File: config.mk
export PLATFORM = sky130hd
export DESIGN_NAME = drt_refresh_timer
export DESIGN_NICKNAME = d
export VERILOG_FILES = /design/src/hdl/drt_pkg.sv /design/src/hdl/drt_refresh_timer.sv
export SDC_FILE = /design/constraint.sdc
export NUM_CORES = 1
export LEC_CHECK = 0
export BUFFER_PORTS_ARGS = -buffer_cell sky130_fd_sc_hd__buf_4
export CAP_MARGIN = 20
export CORE_MARGIN = 2
export CORE_UTILIZATION = 53
export DETAILED_ROUTE_END_ITERATION = 10
export PLACE_DENSITY = 0.86
export SYNTH_ARGS = -nofsm -noshare
export SYNTH_HDL_FRONTEND = slang
export SYNTH_SLANG_ARGS = --single-unit
File: constraint.sdc
create_clock -name i_sys_clk -period 2.9 [get_ports i_sys_clk]
set_input_delay 0.58 -clock i_sys_clk [delete_from_list [all_inputs] [get_ports i_sys_clk]]
set_output_delay 0.58 -clock i_sys_clk [all_outputs]
set_load 0.02 [all_outputs]
File: src/hdl/drt_pkg.sv
// package: register map, field layout, keys, reset values and prescaler width of the refresh timer
package drt_pkg;
  // ----------------------------------------
  // register byte offsets
  // ----------------------------------------
  localparam logic [11:0] ADDR_CTRL_STATUS = 12'h000; // control/status
  localparam logic [11:0] ADDR_INTERVAL = 12'h004; // interval counter
  localparam logic [11:0] ADDR_TIME_CONST = 12'h008; // time constant
  localparam logic [11:0] ADDR_TALLY = 12'h00C; // refresh tally counter
  localparam logic [11:0] ADDR_MEM_CTRL = 12'h010; // memory control (refresh enable, mode)
  // ----------------------------------------
  // control/status field positions
  // ----------------------------------------
  localparam int CS_CMF = 7; // compare match flag
  localparam int CS_COMPARE_MATCH_IRQ_ENABLE = 6; // compare match irq enable
  localparam int CS_CKS_HI = 5; // clock select msb
  localparam int CS_CKS_LO = 3; // clock select lsb
  localparam int CS_OVF = 2; // overflow flag
  localparam int CS_REFRESH_OVERFLOW_IRQ_ENABLE = 1; // overflow irq enable
  localparam int CS_OVERFLOW_LIMIT_SELECT = 0; // limit select
  // memory control field positions
  localparam int MC_REFRESH_ENABLE_BIT = 0; // refresh enable
  localparam int MC_CBR = 1; // cas-before-ras mode selected
  // ----------------------------------------
  // write keys and reset values
  // ----------------------------------------
  localparam logic [7:0] KEY_BYTE = 8'hA5; // upper byte key
  localparam logic [5:0] KEY_TALLY = 6'h29; // top six bits key for tally
  localparam logic [7:0] RST_BYTE = 8'h00; // power-on value of 8-bit regs
  localparam logic [9:0] RST_TALLY = 10'h000; // power-on value of tally
  localparam logic [10:0] LIMIT_1024 = 11'h400; // threshold with limit select 0
  localparam logic [10:0] LIMIT_512 = 11'h200; // threshold with limit select 1
  // prescaler: width of the free running divide counter
  localparam int PRESC_W = 12; // prescaler width, covers /4096
endpackage

File: src/hdl/drt_refresh_timer.sv
// refresh interval timer with keyed apb registers and refresh request output
// Summary of operation
// RULE_01: 8-bit interval counter ticks on prescaled clock
// RULE_02: match with constant sets flag, clears counter
// RULE_03: reset clears counter; a match also clears it and a write loads it
// RULE_04: reset clears time constant; otherwise retained
// RULE_05: refresh cycle per match if enabled and cbr
// RULE_06: 10-bit tally increments on every match
// RULE_07: tally above limit sets overflow, clears tally
// RULE_08: reset clears tally; otherwise retained
// RULE_09: writes only full 16-bit words accepted; memory control also takes low-byte writes
// RULE_10: software puts key in upper byte
// RULE_11: software puts 6-bit key atop tally writes
// RULE_12: 16-bit reads, unused upper bits zero
// RULE_13: limit select: 0 gives 1024, 1 gives 512
// RULE_14: clock select stops or divides 4..4096
// RULE_15: interrupt on enabled flags; write zero clears
// RULE_16: wrong key writes are ignored
`timescale 1ns/1ps
module drt_refresh_timer (
  input wire logic i_sys_clk, // system clock, 100 MHz
  input wire logic i_sys_rst, // synchronous power-on reset, active high
  input wire logic i_psel, // apb select
  input wire logic i_penable, // apb access phase
  input wire logic i_pwrite, // apb direction, high for write
  input wire logic [11:0] i_paddr, // apb byte address
  input wire logic [31:0] i_pwdata, // apb write data
  input wire logic [3:0] i_pstrb, // apb byte strobes
  output logic o_pready, // apb ready
  output logic [31:0] o_prdata, // apb read data
  output logic o_pslverr, // apb error
  output logic o_refresh_req, // one-cycle refresh cycle request
  output logic o_irq // level interrupt
);
  // ----------------------------------------
  // state
  // ----------------------------------------
  logic [7:0] interval_reg; // interval counter
  logic [7:0] tconst_reg; // time constant
  logic [9:0] tally_reg; // refresh tally
  logic cmf_reg; // compare match flag
  logic compare_match_irq_enable_reg; // compare irq enable
  logic [2:0] cks_reg; // clock select
  logic ovf_reg; // overflow flag
  logic refresh_overflow_irq_enable_reg; // overflow irq enable
  logic overflow_limit_select_reg; // limit select
  logic refresh_enable_bit_reg; // refresh enable
  logic cbr_reg; // cas-before-ras mode
  localparam int PRESC_W_L = drt_pkg::PRESC_W; // prescaler width
  logic [PRESC_W_L-1:0] presc_reg; // free running prescaler
  logic [PRESC_W_L-1:0] presc_next; // prescaler next value
  // the /4096 tap needs exactly twelve bits; the tick masks below are that wide
  if (PRESC_W_L != 12) begin : g_presc_width
    $error("prescaler width must be 12");
  end

  // ----------------------------------------
  // apb decode
  // ----------------------------------------
  wire bus_acc = i_psel && i_penable; // access phase
  wire full_word = i_pstrb[0] && i_pstrb[1]; // low 16 bits both written
  wire wr_ok = bus_acc && i_pwrite && full_word; // byte writes refused
  wire key_ok = i_pwdata[15:8] == drt_pkg::KEY_BYTE; // byte-reg key
  wire tkey_ok = i_pwdata[15:10] == drt_pkg::KEY_TALLY; // tally key
  wire hit_cs = i_paddr == drt_pkg::ADDR_CTRL_STATUS;
  wire hit_iv = i_paddr == drt_pkg::ADDR_INTERVAL;
  wire hit_tc = i_paddr == drt_pkg::ADDR_TIME_CONST;
  wire hit_ta = i_paddr == drt_pkg::ADDR_TALLY;
  wire hit_mc = i_paddr == drt_pkg::ADDR_MEM_CTRL;
  wire mapped = hit_cs || hit_iv || hit_tc || hit_ta || hit_mc;
  wire wr_cs = wr_ok && hit_cs && key_ok; // RULE_09 RULE_16
  wire wr_iv = wr_ok && hit_iv && key_ok; // RULE_16
  wire wr_tc = wr_ok && hit_tc && key_ok; // RULE_16
  wire wr_ta = wr_ok && hit_ta && tkey_ok; // RULE_16
  wire wr_mc = bus_acc && i_pwrite && i_pstrb[0] && hit_mc;

  // ----------------------------------------
  // prescaler tick
  // ----------------------------------------
  // divide ratio 2^n: tick when the low n bits of the free counter are all ones
  function automatic logic [11:0] mask_of(input logic [2:0] cks);
    unique case (cks)
      3'h1: mask_of = 12'h003;
      3'h2: mask_of = 12'h00F;
      3'h3: mask_of = 12'h03F;
      3'h4: mask_of = 12'h0FF;
      3'h5: mask_of = 12'h3FF;
      3'h6: mask_of = 12'h7FF;
      3'h7: mask_of = 12'hFFF;
      default: mask_of = 12'h000;
    endcase
  endfunction
  assign presc_next = presc_reg + 1'b1;
  wire [11:0] tick_mask = mask_of(cks_reg); // low bits that must all be set
  // a mask compare sees no false edge when the select changes mid-count
  wire tick = (cks_reg != 3'h0) && ((presc_reg & tick_mask) == tick_mask); // RULE_14 RULE_01

  // ----------------------------------------
  // compare and tally
  // ----------------------------------------
  wire match = tick && (interval_reg == tconst_reg); // RULE_02
  wire [10:0] tally_inc = {1'b0, tally_reg} + 11'h001; // RULE_06
  wire [10:0] limit = overflow_limit_select_reg ? drt_pkg::LIMIT_512 : drt_pkg::LIMIT_1024; // RULE_13
  // the 10-bit tally cannot hold 1024, so overflow is taken when the increment reaches the limit
  wire over = match && (tally_inc >= limit); // RULE_07
  // clear-by-zero writes; set wins over clear in the same cycle
  wire cmf_next = match || (cmf_reg && !(wr_cs && !i_pwdata[drt_pkg::CS_CMF])); // RULE_15
  wire ovf_next = over || (ovf_reg && !(wr_cs && !i_pwdata[drt_pkg::CS_OVF])); // RULE_15
  wire irq_next = (cmf_next && compare_match_irq_enable_reg) || (ovf_next && refresh_overflow_irq_enable_reg); // RULE_15

  // read mux; unused upper bits return zero
  wire [15:0] cs_view = {8'h00, cmf_reg, compare_match_irq_enable_reg, cks_reg, ovf_reg, refresh_overflow_irq_enable_reg, overflow_limit_select_reg};
  wire [15:0] rd_mux = hit_cs ? cs_view :
                       hit_iv ? {8'h00, interval_reg} :
                       hit_tc ? {8'h00, tconst_reg} :
                       hit_ta ? {6'h00, tally_reg} :
                       hit_mc ? {14'h0000, cbr_reg, refresh_enable_bit_reg} : 16'h0000; // RULE_12

  // ----------------------------------------
  // prescaler and counters
  // ----------------------------------------
  // only power-on reset exists here; the prescaler runs always
  always_ff @(posedge i_sys_clk) begin
    if (i_sys_rst) begin
      presc_reg <= '0;
    end else begin
      presc_reg <= presc_next;
    end
  end

  // interval counter: software write takes priority over count
  always_ff @(posedge i_sys_clk) begin
    if (i_sys_rst) begin
      interval_reg <= drt_pkg::RST_BYTE; // RULE_03
    end else if (wr_iv) begin
      interval_reg <= i_pwdata[7:0];
    end else if (match) begin
      interval_reg <= 8'h00; // RULE_02
    end else if (tick) begin
      interval_reg <= interval_reg + 8'h01; // RULE_01
    end
  end

  // time constant
  always_ff @(posedge i_sys_clk) begin
    if (i_sys_rst) begin
      tconst_reg <= drt_pkg::RST_BYTE; // RULE_04
    end else if (wr_tc) begin
      tconst_reg <= i_pwdata[7:0];
    end
  end

  // tally: hardware overflow clear beats a coincident write
  always_ff @(posedge i_sys_clk) begin
    if (i_sys_rst) begin
      tally_reg <= drt_pkg::RST_TALLY; // RULE_08
    end else if (over) begin
      tally_reg <= drt_pkg::RST_TALLY; // RULE_07
    end else if (match) begin
      tally_reg <= tally_inc[9:0]; // RULE_06
    end else if (wr_ta) begin
      tally_reg <= i_pwdata[9:0];
    end
  end

  // ----------------------------------------
  // control/status and memory control
  // ----------------------------------------
  always_ff @(posedge i_sys_clk) begin
    if (i_sys_rst) begin
      cmf_reg <= 1'b0;
      ovf_reg <= 1'b0;
      compare_match_irq_enable_reg <= 1'b0;
      cks_reg <= 3'h0;
      refresh_overflow_irq_enable_reg <= 1'b0;
      overflow_limit_select_reg <= 1'b0;
    end else begin
      cmf_reg <= cmf_next;
      ovf_reg <= ovf_next;
      if (wr_cs) begin
        compare_match_irq_enable_reg <= i_pwdata[drt_pkg::CS_COMPARE_MATCH_IRQ_ENABLE];
        cks_reg <= i_pwdata[drt_pkg::CS_CKS_HI:drt_pkg::CS_CKS_LO];
        refresh_overflow_irq_enable_reg <= i_pwdata[drt_pkg::CS_REFRESH_OVERFLOW_IRQ_ENABLE];
        overflow_limit_select_reg <= i_pwdata[drt_pkg::CS_OVERFLOW_LIMIT_SELECT];
      end
    end
  end

  always_ff @(posedge i_sys_clk) begin
    if (i_sys_rst) begin
      refresh_enable_bit_reg <= 1'b0;
      cbr_reg <= 1'b0;
    end else if (wr_mc) begin
      refresh_enable_bit_reg <= i_pwdata[drt_pkg::MC_REFRESH_ENABLE_BIT];
      cbr_reg <= i_pwdata[drt_pkg::MC_CBR];
    end
  end

  // ----------------------------------------
  // outputs
  // ----------------------------------------
  // zero-wait slave: ready in every access phase
  always_ff @(posedge i_sys_clk) begin
    if (i_sys_rst) begin
      o_pready <= 1'b0;
      o_prdata <= 32'h0000_0000;
      o_pslverr <= 1'b0;
      o_refresh_req <= 1'b0;
      o_irq <= 1'b0;
    end else begin
      o_pready <= i_psel && !i_penable;
      o_prdata <= {16'h0000, rd_mux};
      o_pslverr <= i_psel && !i_penable && !mapped;
      o_refresh_req <= match && refresh_enable_bit_reg && cbr_reg; // RULE_05
      o_irq <= irq_next;
    end
  end
endmodule

==> run summary, run 1 <==
R2R Setup Slk - 190 ps
CTS Buf Count - 9
P_sw - 448 uW
Fmax achieved - 0.368 GHz
largest net degree at the start of global routing - 47
Worst Path Required - 3140 ps
Pwr Density - 433 nW/um^2
Synth Cell Area - 3530 sq um
Starting Density - 0.553
initial antenna violation count - 0
drt initial violations - 312
setup violators final - 0
Worst Tran Pin Value - 934 ps
YS warnings - 0
clk_lat worst skew - 350 ps
DIE WIDTH - 85.6 um
IO buf count - 48
DR vias/cell - 6.01
final critical-path share of the clock period - 0.936
most frequent cell after synthesis - dfxtp_1
CTS tree - yes
HP Class - input port to flop
Peak VDD IR - 345 uV
DIE AREA - 7330 sq um
I/O pins - 89
RSZ-0062 raised after global routing - false
Core Area - 6390 sq um
Max Cap Viol - 0
Worst slew margin - 0.377
final net count - 521
Synth Register Bits - 62
crit path time final - 2710 ps
Comb pwr share - 0.070
placed instance area - 3880 sq um
final hold vios - 0
EDFF count, synth - 0
WP data arrival - 2950 ps
Max Slew Vio Count - 0
ANT cells - 0
most frequent cells after synthesis - 62 x dfxtp_1, 44 x nor2_1, 35 x nand2_1
first-pass GRT wire length - 14800 um
sw frac - 0.252
main flop type after synthesis - dfxtp_1
Layout fillers - 517
clock-pin slew on the worst setup and hold paths - 70 ps
clock skew - 7.99 ps
clock root cell - clkbuf_8
Clock Sinks - 62
post-DP HPWL - 6350 um
Final Cell Area - 4100 sq um
endpoint type of the worst setup path - flop
clk buf depth - 2
Clk network pwr share - 0.446
ranking of synthesized cells by area - dfxtp_1 35%, mux2i_1 9.4%, xor2_1 5.2%
cell count after synthesis - 418
gr usage total - 0.255
die height - 85.6 um
vias - 3270
Distinct cells, synth - 58
total internal power - 1330 uW
Routed wire per std cell - 16.3 um
Crit Path Max Fanout - 7
Largest register FFs - 12
setup TNS - 0 ps
status - finished, final reports clean
sequential area share after synthesis - 0.352
Area Growth Syn to Fin - 16.0%
H-tree Lvls - 3
Async SR Flop Fraction - 0
Synth Area per Inst - 8.44 sq um
Synth top area share - 0.352
Detail Route Antenna Nets - 0
RePlAce Congestion - 0.953
row count - 29
WS Path Type - flop to flop
Leakage - 0.00165 uW
type of origin of the critical path - flop
share of cells above drive strength 1 - 0.188
DRT Pass-1 Iters - 5
global route overflow - 0
via count of the first global-routing pass - 3122
Routed WL - 8890 um
DRC - 0
leading area contributor after synthesis - dfxtp_1
part of the power in registers - 0.484
[layout by cell type, fill, tap and decap left out, drive strengths merged, types with 3 or more instances in the layout]
master / Yosys / layout
o22a: 6 / 6
a31oi: 18 / 18
nand4b: 3 / 3
and3: 7 / 7
conb: 1 / 22
nor2: 44 / 44
dfxtp: 62 / 62
a21oi: 8 / 8
or3: 4 / 4
nand3: 22 / 22
nor3: 15 / 15
inv: 2 / 3
clkbuf: 17 / 10
xnor2: 6 / 6
clkinvlp: 0 / 3
nor4: 7 / 7
xor2: 21 / 21
a211oi: 3 / 3
buf: 31 / 60
nor2b: 7 / 7
ha: 6 / 6
and2: 9 / 9
nand4: 9 / 9
o21ai: 4 / 4
nor3b: 4 / 4
mux2i: 33 / 33
nand2: 36 / 36
[power groups by stage]
| stage | clock (uW) | sequential, uW | combinational, uW |
|---|---|---|---|
| floorplan | 0 | 879 | 85.9 |
| global placement | 0 | 878 | 119 |
| detailed placement | 0 | 878 | 122 |
| CTS | 802 | 859 | 121 |
| global route | 841 | 859 | 133 |
| finish | 792 | 859 | 123 |
[logic make-up after synthesis]
kind of cell | synth area share
and+or+nand+nor | 0.261
DFF | 0.352
AOI/OAI and AO/OA | 0.119
buffers and inverters | 0.0787
muxes | 0.100
xor gates and xnor gates | 0.0670
adders and majority gates | 0.0213
other | 0.00106
[per-stage QoR]
stage                     instances  setup slack, ps  hold WS, ps  power, uW  utilization
after global placement          528              328          425        997        0.608
after floorplan                 439              477          413        965            -
after global routing            544             40.8          396       1830        0.641
after CTS                       544              238          391       1780        0.641
after detailed placement        528              271          438       1000        0.608
final                           544              186          399       1770        0.641
[worst max-delay path, cell delays in order, from the launching register on]
cell and delay [ps]:
dfxtp_1 510, and3_1 300, and2_1 170, nand3_1 90, xor2_1 230, ha_1 270, nand4_1 70, nor4_1 60
a311oi_1 430, o2bb2ai_1 140, a32o_1 330
[worst paths after layout]
check	start	end	depth (start not counted)
max	tally_reg[1]$_SDFFE_PP0P_	o_irq$_SDFF_PP0_	10
min	i_penable	o_pready$_SDFF_PP0_	2
max reg2reg	tally_reg[1]$_SDFFE_PP0P_	o_irq$_SDFF_PP0_	10
min reg2reg	presc_reg[0]$_SDFF_PP0_	presc_reg[0]$_SDFF_PP0_	1
[layout make-up]
type / instances / area, sq um / area share
flip-flops and latches: 62 / 1240 / 0.303
clock inverters: 6 / 70.1 / 0.0171
clock buffers: 10 / 138 / 0.0336
well taps: 77 / 96.3 / 0.0235
inverters: 2 / 7.51 / 0.00183
repair buffers: 60 / 450 / 0.110
multi-input cells: 327 / 2090 / 0.511
[layer usage]
| metal | GRT usage | vias to the layer above | share of wire |
|---|---|---|---|
| met2 | 0.403 | 157 | 0.48 |
| met5 | 0 | - | 0 |
| met4 | 0.0880 | 0 | 0.017 |
| met1 | 0.319 | 1552 | 0.42 |
| met3 | 0.0982 | 22 | 0.084 |
| li1 | - | 1539 | - |
[what timing repair did]
item	4_1_cts	5_1_grt
endpoints found under the setup margin	0	2
buffers inserted	0	0
hold buffers	0	0
gates resized for setup	0	1
(Power assumes the default switching activity.)
==> run 2, diff against run 1 <==
CORE_UTILIZATION = 25   (was 53)
PLACE_DENSITY = 0.5   (was 0.86)
==> run 2 against run 1 <==
  * Critical path depth unchanged
  * Flip-flop and latch count unchanged
  * Critical path type unchanged
  * Critical endpoint unchanged
  * Final cell count up 20%
  * Sequential share of layout area down 2.1 points
  * Combinational power about the same
  * Largest power group is now clock
  * Count of clock-buffer cells in the layout unchanged
  * Sequential power about the same
  * Hold slack better by 31 ps
  * Core utilization down 32 points
  * Global-route usage down 12 points
==> run summary, run 2 (synthesized netlist as in run 1, its figures left out) <==
status - finished, final reports clean
Metal-1 WL - 4630 um
WP buf/inv - 0
IO buf count - 48
ANT cells - 0
R2R Setup Slk - 320 ps
DR top layer - met4
Tot Pwr - 2140 uW
Clk network pwr share - 0.541
post-DP HPWL - 7260 um
RePlAce Congestion - 0.801
Comb pwr share - 0.058
max incr delay on CP - 430 ps
DRT Pass-1 Iters - 4
Max Slew Vio Count - 0
clock-pin slew on the worst setup and hold paths - 60 ps
Routed wire per std cell - 15.0 um
Worst path top cell family by delay - compound AO/OA/AOI/OAI gates
first-pass GRT wire length - 15800 um
Pwr Density - 488 nW/um^2
Final Cell Area - 4400 sq um
wire length on met2 - 4610 um
clk buf depth - 2
Peak VDD IR - 264 uV
CP startpoint - tally_reg[6]$_SDFFE_PP0P_
vias - 3132
part of the power in registers - 0.401
final net count - 529
Max Cap Viol - 0
HP Class - input port to flop
crit path time final - 2580 ps
RSZ-0062 raised after global routing - false
gr usage total - 0.136
most common cell after layout, fill and taps aside - buf_4
Core Area - 13800 sq um
DIE WIDTH - 123 um
placed instance area - 4070 sq um
final critical-path share of the clock period - 0.890
clk_lat worst skew - 330 ps
initial antenna violation count - 0
WP data arrival - 2790 ps
die height - 123 um
I/O pins - 89
CTS tree - yes
P_sw - 470 uW
Setup Fix Bufs, Post-CTS - 0
Routed WL - 9800 um
Hold EP - o_pready$_SDFF_PP0_
Worst slew margin - 0.396
share of cells above drive strength 1 - 0.200
setup violators final - 0
crit path max-delay cell type - a311oi_1
sw frac - 0.219
Hold Path Origin - i_penable
Fmax achieved - 0.388 GHz
final hold vios - 0
most frequent cells in the layout - 68 x buf_4, 62 x dfxtp_1, 44 x nor2_1
via count of the first global-routing pass - 3125
Detail Route Antenna Nets - 0
total internal power - 1670 uW
DR vias/cell - 4.78
DRC - 0
R2R Path End - o_irq$_SDFF_PP0_
row count - 43
Worst Tran Pin Value - 906 ps
largest net degree at the start of global routing - 47
drt initial violations - 185
DIE AREA - 15100 sq um
R2R depth - 10
Leakage - 0.00176 uW
type of origin of the critical path - flop
r2r startpoint - tally_reg[6]$_SDFFE_PP0P_
crit path cell chain - and4_1 -> and2_1 -> nand3_1 -> xor2_1 -> ha_1 -> nand4_1 -> nor4_1 -> a311oi_1 -> o2bb2ai_1 -> a32o_1
Starting Density - 0.255
WS Path Type - flop to flop
endpoint type of the worst setup path - flop
hold buffers post-CTS - 0
Area Growth Syn to Fin - 24.6%
Worst Path Required - 3110 ps
post_cts resized - 0
Largest register FFs - 12
clock root cell - clkbuf_16
CTS Buf Count - 9
setup TNS - 0 ps
met3 wire length - 420 um
Crit Path Max Fanout - 4
Clock Sinks - 62
clock skew - 6.65 ps
WHS Path Cells - 2
H-tree Lvls - 3
global route overflow - 0
==> run 2: changes by cell type in the layout (fill, tap and decap cells not counted), moves of 2 or more <==
| cell | delta |
|---|---|
| buf_4 | +8 |
| clkbuf_8 | -9 |
| clkinv_2 | +2 |
| clkbuf_16 | +9 |
==> run 2: power by group through the flow <==
stage                     sequential, uW  clock [uW]  combinational [uW]
after floorplan                      879           0                85.9
after global placement               878           0                 123
after detailed placement             878           0                 124
after CTS                            860        1180                 125
after global routing                 860        1210                 136
final                                860        1160                 124
==> run 2: layout make-up <==
class | count | area, sq um
sequential | 62 | 1240
clock inverter | 6 | 85.1
multi-input combinational | 327 | 2090
clock buffer | 10 | 239
inverter | 2 | 7.51
fill | 1437 | 9430
tap | 180 | 225
timing repair buffer | 68 | 510
==> run 2: worst max path at each step <==
stage,to,slack [ps],depth (start not counted)
3_3_place_gp,interval_reg[2]$_SDFFE_PP0P_,250,8
6_report,o_irq$_SDFF_PP0_,320,10
2_1_floorplan,tally_reg[6]$_SDFFE_PP0P_,480,11
5_1_grt,tally_reg[3]$_SDFFE_PP0P_,80,11
3_5_place_dp,interval_reg[2]$_SDFFE_PP0P_,240,8
4_1_cts,tally_reg[1]$_SDFFE_PP0P_,310,11
==> run 2: per-layer routing <==
layer,global-route usage,vias to the layer above
li1,-,1551
met1,0.177,1497
met2,0.219,68
met3,0.0283,16
met4,0.0510,0
met5,0,-
==> run 2: metrics by stage <==
stage	utilization	hold WS, ps	std cells	setup slack [ps]
global route	0.318	433	655	75.9
global placement	0.295	425	639	254
floorplan	-	413	439	477
CTS	0.318	420	655	313
finish	0.318	430	655	320
detailed placement	0.295	439	639	242
==> run 3, diff against run 2 <==
PLACE_DENSITY = 0.45   (was 0.5)
==> run 3 against run 2 <==
  * Largest power group unchanged
  * Non-clock buffer count rose by 2
  * Hold slack got worse by 6.8 ps
  * Critical endpoint is now tally_reg[1]$_SDFFE_PP0P_
  * Die area did not move
==> run summary, run 3 (synthesized netlist as in run 1, its figures left out) <==
Detail Route Antenna Nets - 0
Crit Path Max Fanout - 10
crit path time final - 2590 ps
WHS Path Cells - 2
WP buf/inv - 1
CP startpoint - tally_reg[6]$_SDFFE_PP0P_
most common cell after layout, fill and taps aside - buf_4
DRC - 0
type of origin of the critical path - flop
largest net degree at the start of global routing - 47
WS Path Type - flop to flop
clock skew - 6.36 ps
post-DP HPWL - 7380 um
initial antenna violation count - 0
Hold Path Origin - i_penable
clock root cell - clkbuf_16
Peak VDD IR - 304 uV
ANT cells - 0
Core Area - 13800 sq um
final net count - 531
hold buffers post-CTS - 0
r2r startpoint - tally_reg[6]$_SDFFE_PP0P_
R2R Setup Slk - 310 ps
gr usage total - 0.140
Routed WL - 9990 um
Fmax achieved - 0.385 GHz
status - finished, final reports clean
Pwr Density - 480 nW/um^2
setup violators final - 0
vias - 3139
DR vias/cell - 4.78
final hold vios - 0
I/O pins - 89
share of cells above drive strength 1 - 0.205
clk_lat worst skew - 330 ps
Max Cap Viol - 0
HP Class - input port to flop
DRT Pass-1 Iters - 4
first-pass GRT wire length - 16000 um
setup TNS - 0 ps
via count of the first global-routing pass - 3014
DIE AREA - 15100 sq um
Layout fillers - 1442
Routed wire per std cell - 15.2 um
Area Growth Syn to Fin - 25.1%
multi-input logic area - 2100 sq um
Leakage - 0.00177 uW
WP data arrival - 2760 ps
crit path max-delay cell type - dfxtp_1
global route overflow - 0
die height - 123 um
placed instance area - 4090 sq um
RePlAce Congestion - 0.809
R2R depth - 11
Worst slew margin - 0.398
endpoint type of the worst setup path - flop
Worst Tran Pin Value - 903 ps
DIE WIDTH - 123 um
Starting Density - 0.255
final critical-path share of the clock period - 0.895
Worst path top cell family by delay - simple AND/OR/NAND/NOR gates
RSZ-0062 raised after global routing - false
clk buf depth - 2
sequential cell area - 1240 sq um
CTS tree - yes
H-tree Lvls - 3
drt initial violations - 192
Final Cell Area - 4420 sq um
Largest register FFs - 12
max incr delay on CP - 380 ps
Hold EP - o_pready$_SDFF_PP0_
Clock Sinks - 62
clock-pin slew on the worst setup and hold paths - 50 ps
row count - 43
crit path cell chain - and4_1 -> and2_1 -> nand3_1 -> xor2_1 -> ha_1 -> nand4_1 -> nor4_1 -> a311oi_2 -> o21ai_2 -> buf_4 -> a211oi_1
IO buf count - 48
Worst Path Required - 3070 ps
R2R Path End - tally_reg[1]$_SDFFE_PP0P_
CTS Buf Count - 9
most frequent cells in the layout - 70 x buf_4, 62 x dfxtp_1, 44 x nor2_1
Max Slew Vio Count - 0
-- run 3: changes by cell type in the layout (fill, tap and decap cells not counted) --
cell / change
bufinv_16: -1
a311oi_2: +1
clkinvlp_4: -2
a311oi_1: -1
buf_4: +2
clkbuf_8: +3
-- run 3: final cells by class --
cell class	instances	share of cell area
clock inverter	3	0.00907
sequential	62	0.281
clock buffer	13	0.0635
timing repair buffer	70	0.119
multi-input combinational	327	0.475
tap	180	0.0510
inverter	2	0.00170
-- run 3: how the worst max path moves through the flow --
stage / to / slack, ps / cells past startpoint
finish: tally_reg[1]$_SDFFE_PP0P_ / 310 / 11
global placement: interval_reg[2]$_SDFFE_PP0P_ / 280 / 8
CTS: tally_reg[3]$_SDFFE_PP0P_ / 270 / 11
detailed placement: interval_reg[2]$_SDFFE_PP0P_ / 270 / 8
floorplan: tally_reg[6]$_SDFFE_PP0P_ / 480 / 11
global route: tally_reg[1]$_SDFFE_PP0P_ / 60 / 11
-- run 3: worst register-to-register path, cell delays in order, from the launching register on --
cell and delay, ps:
dfxtp_1 380, and4_1 300, and2_1 180, nand3_1 90, xor2_1 190, ha_1 290
nand4_1 70, nor4_1 330, a311oi_2 170, o21ai_2 150, buf_4 220, a211oi_1 60
-- run 3: metrics by stage --
stage	setup WS, ps	std cells	util	total power, uW	hold slack (ps)
after floorplan	477	439	-	965	413
after global placement	277	641	0.296	1000	425
after detailed placement	272	641	0.296	1000	435
after CTS	266	657	0.319	2150	414
after global routing	57.7	657	0.319	2200	433
final	306	657	0.319	2120	423
-- run 3: layer usage --
layer  GRT usage  share of wire
met2       0.219           0.46
met3      0.0353          0.052
met4      0.0388         0.0059
met1       0.191           0.49
met5           0              0
-- run 3: power by group --
group / internal [uW] / switching, uW / total (uW)
clock network: 755 / 378 / 1130
logic: 46.8 / 79.0 / 126
registers: 857 / 3.14 / 860
total: 1660 / 460 / 2120
-- run 3: repair_timing --
action / in CTS / in global routing
endpoints found under the setup margin: 0 / 2
gates resized for setup: 0 / 1
buffers inserted: 0 / 0
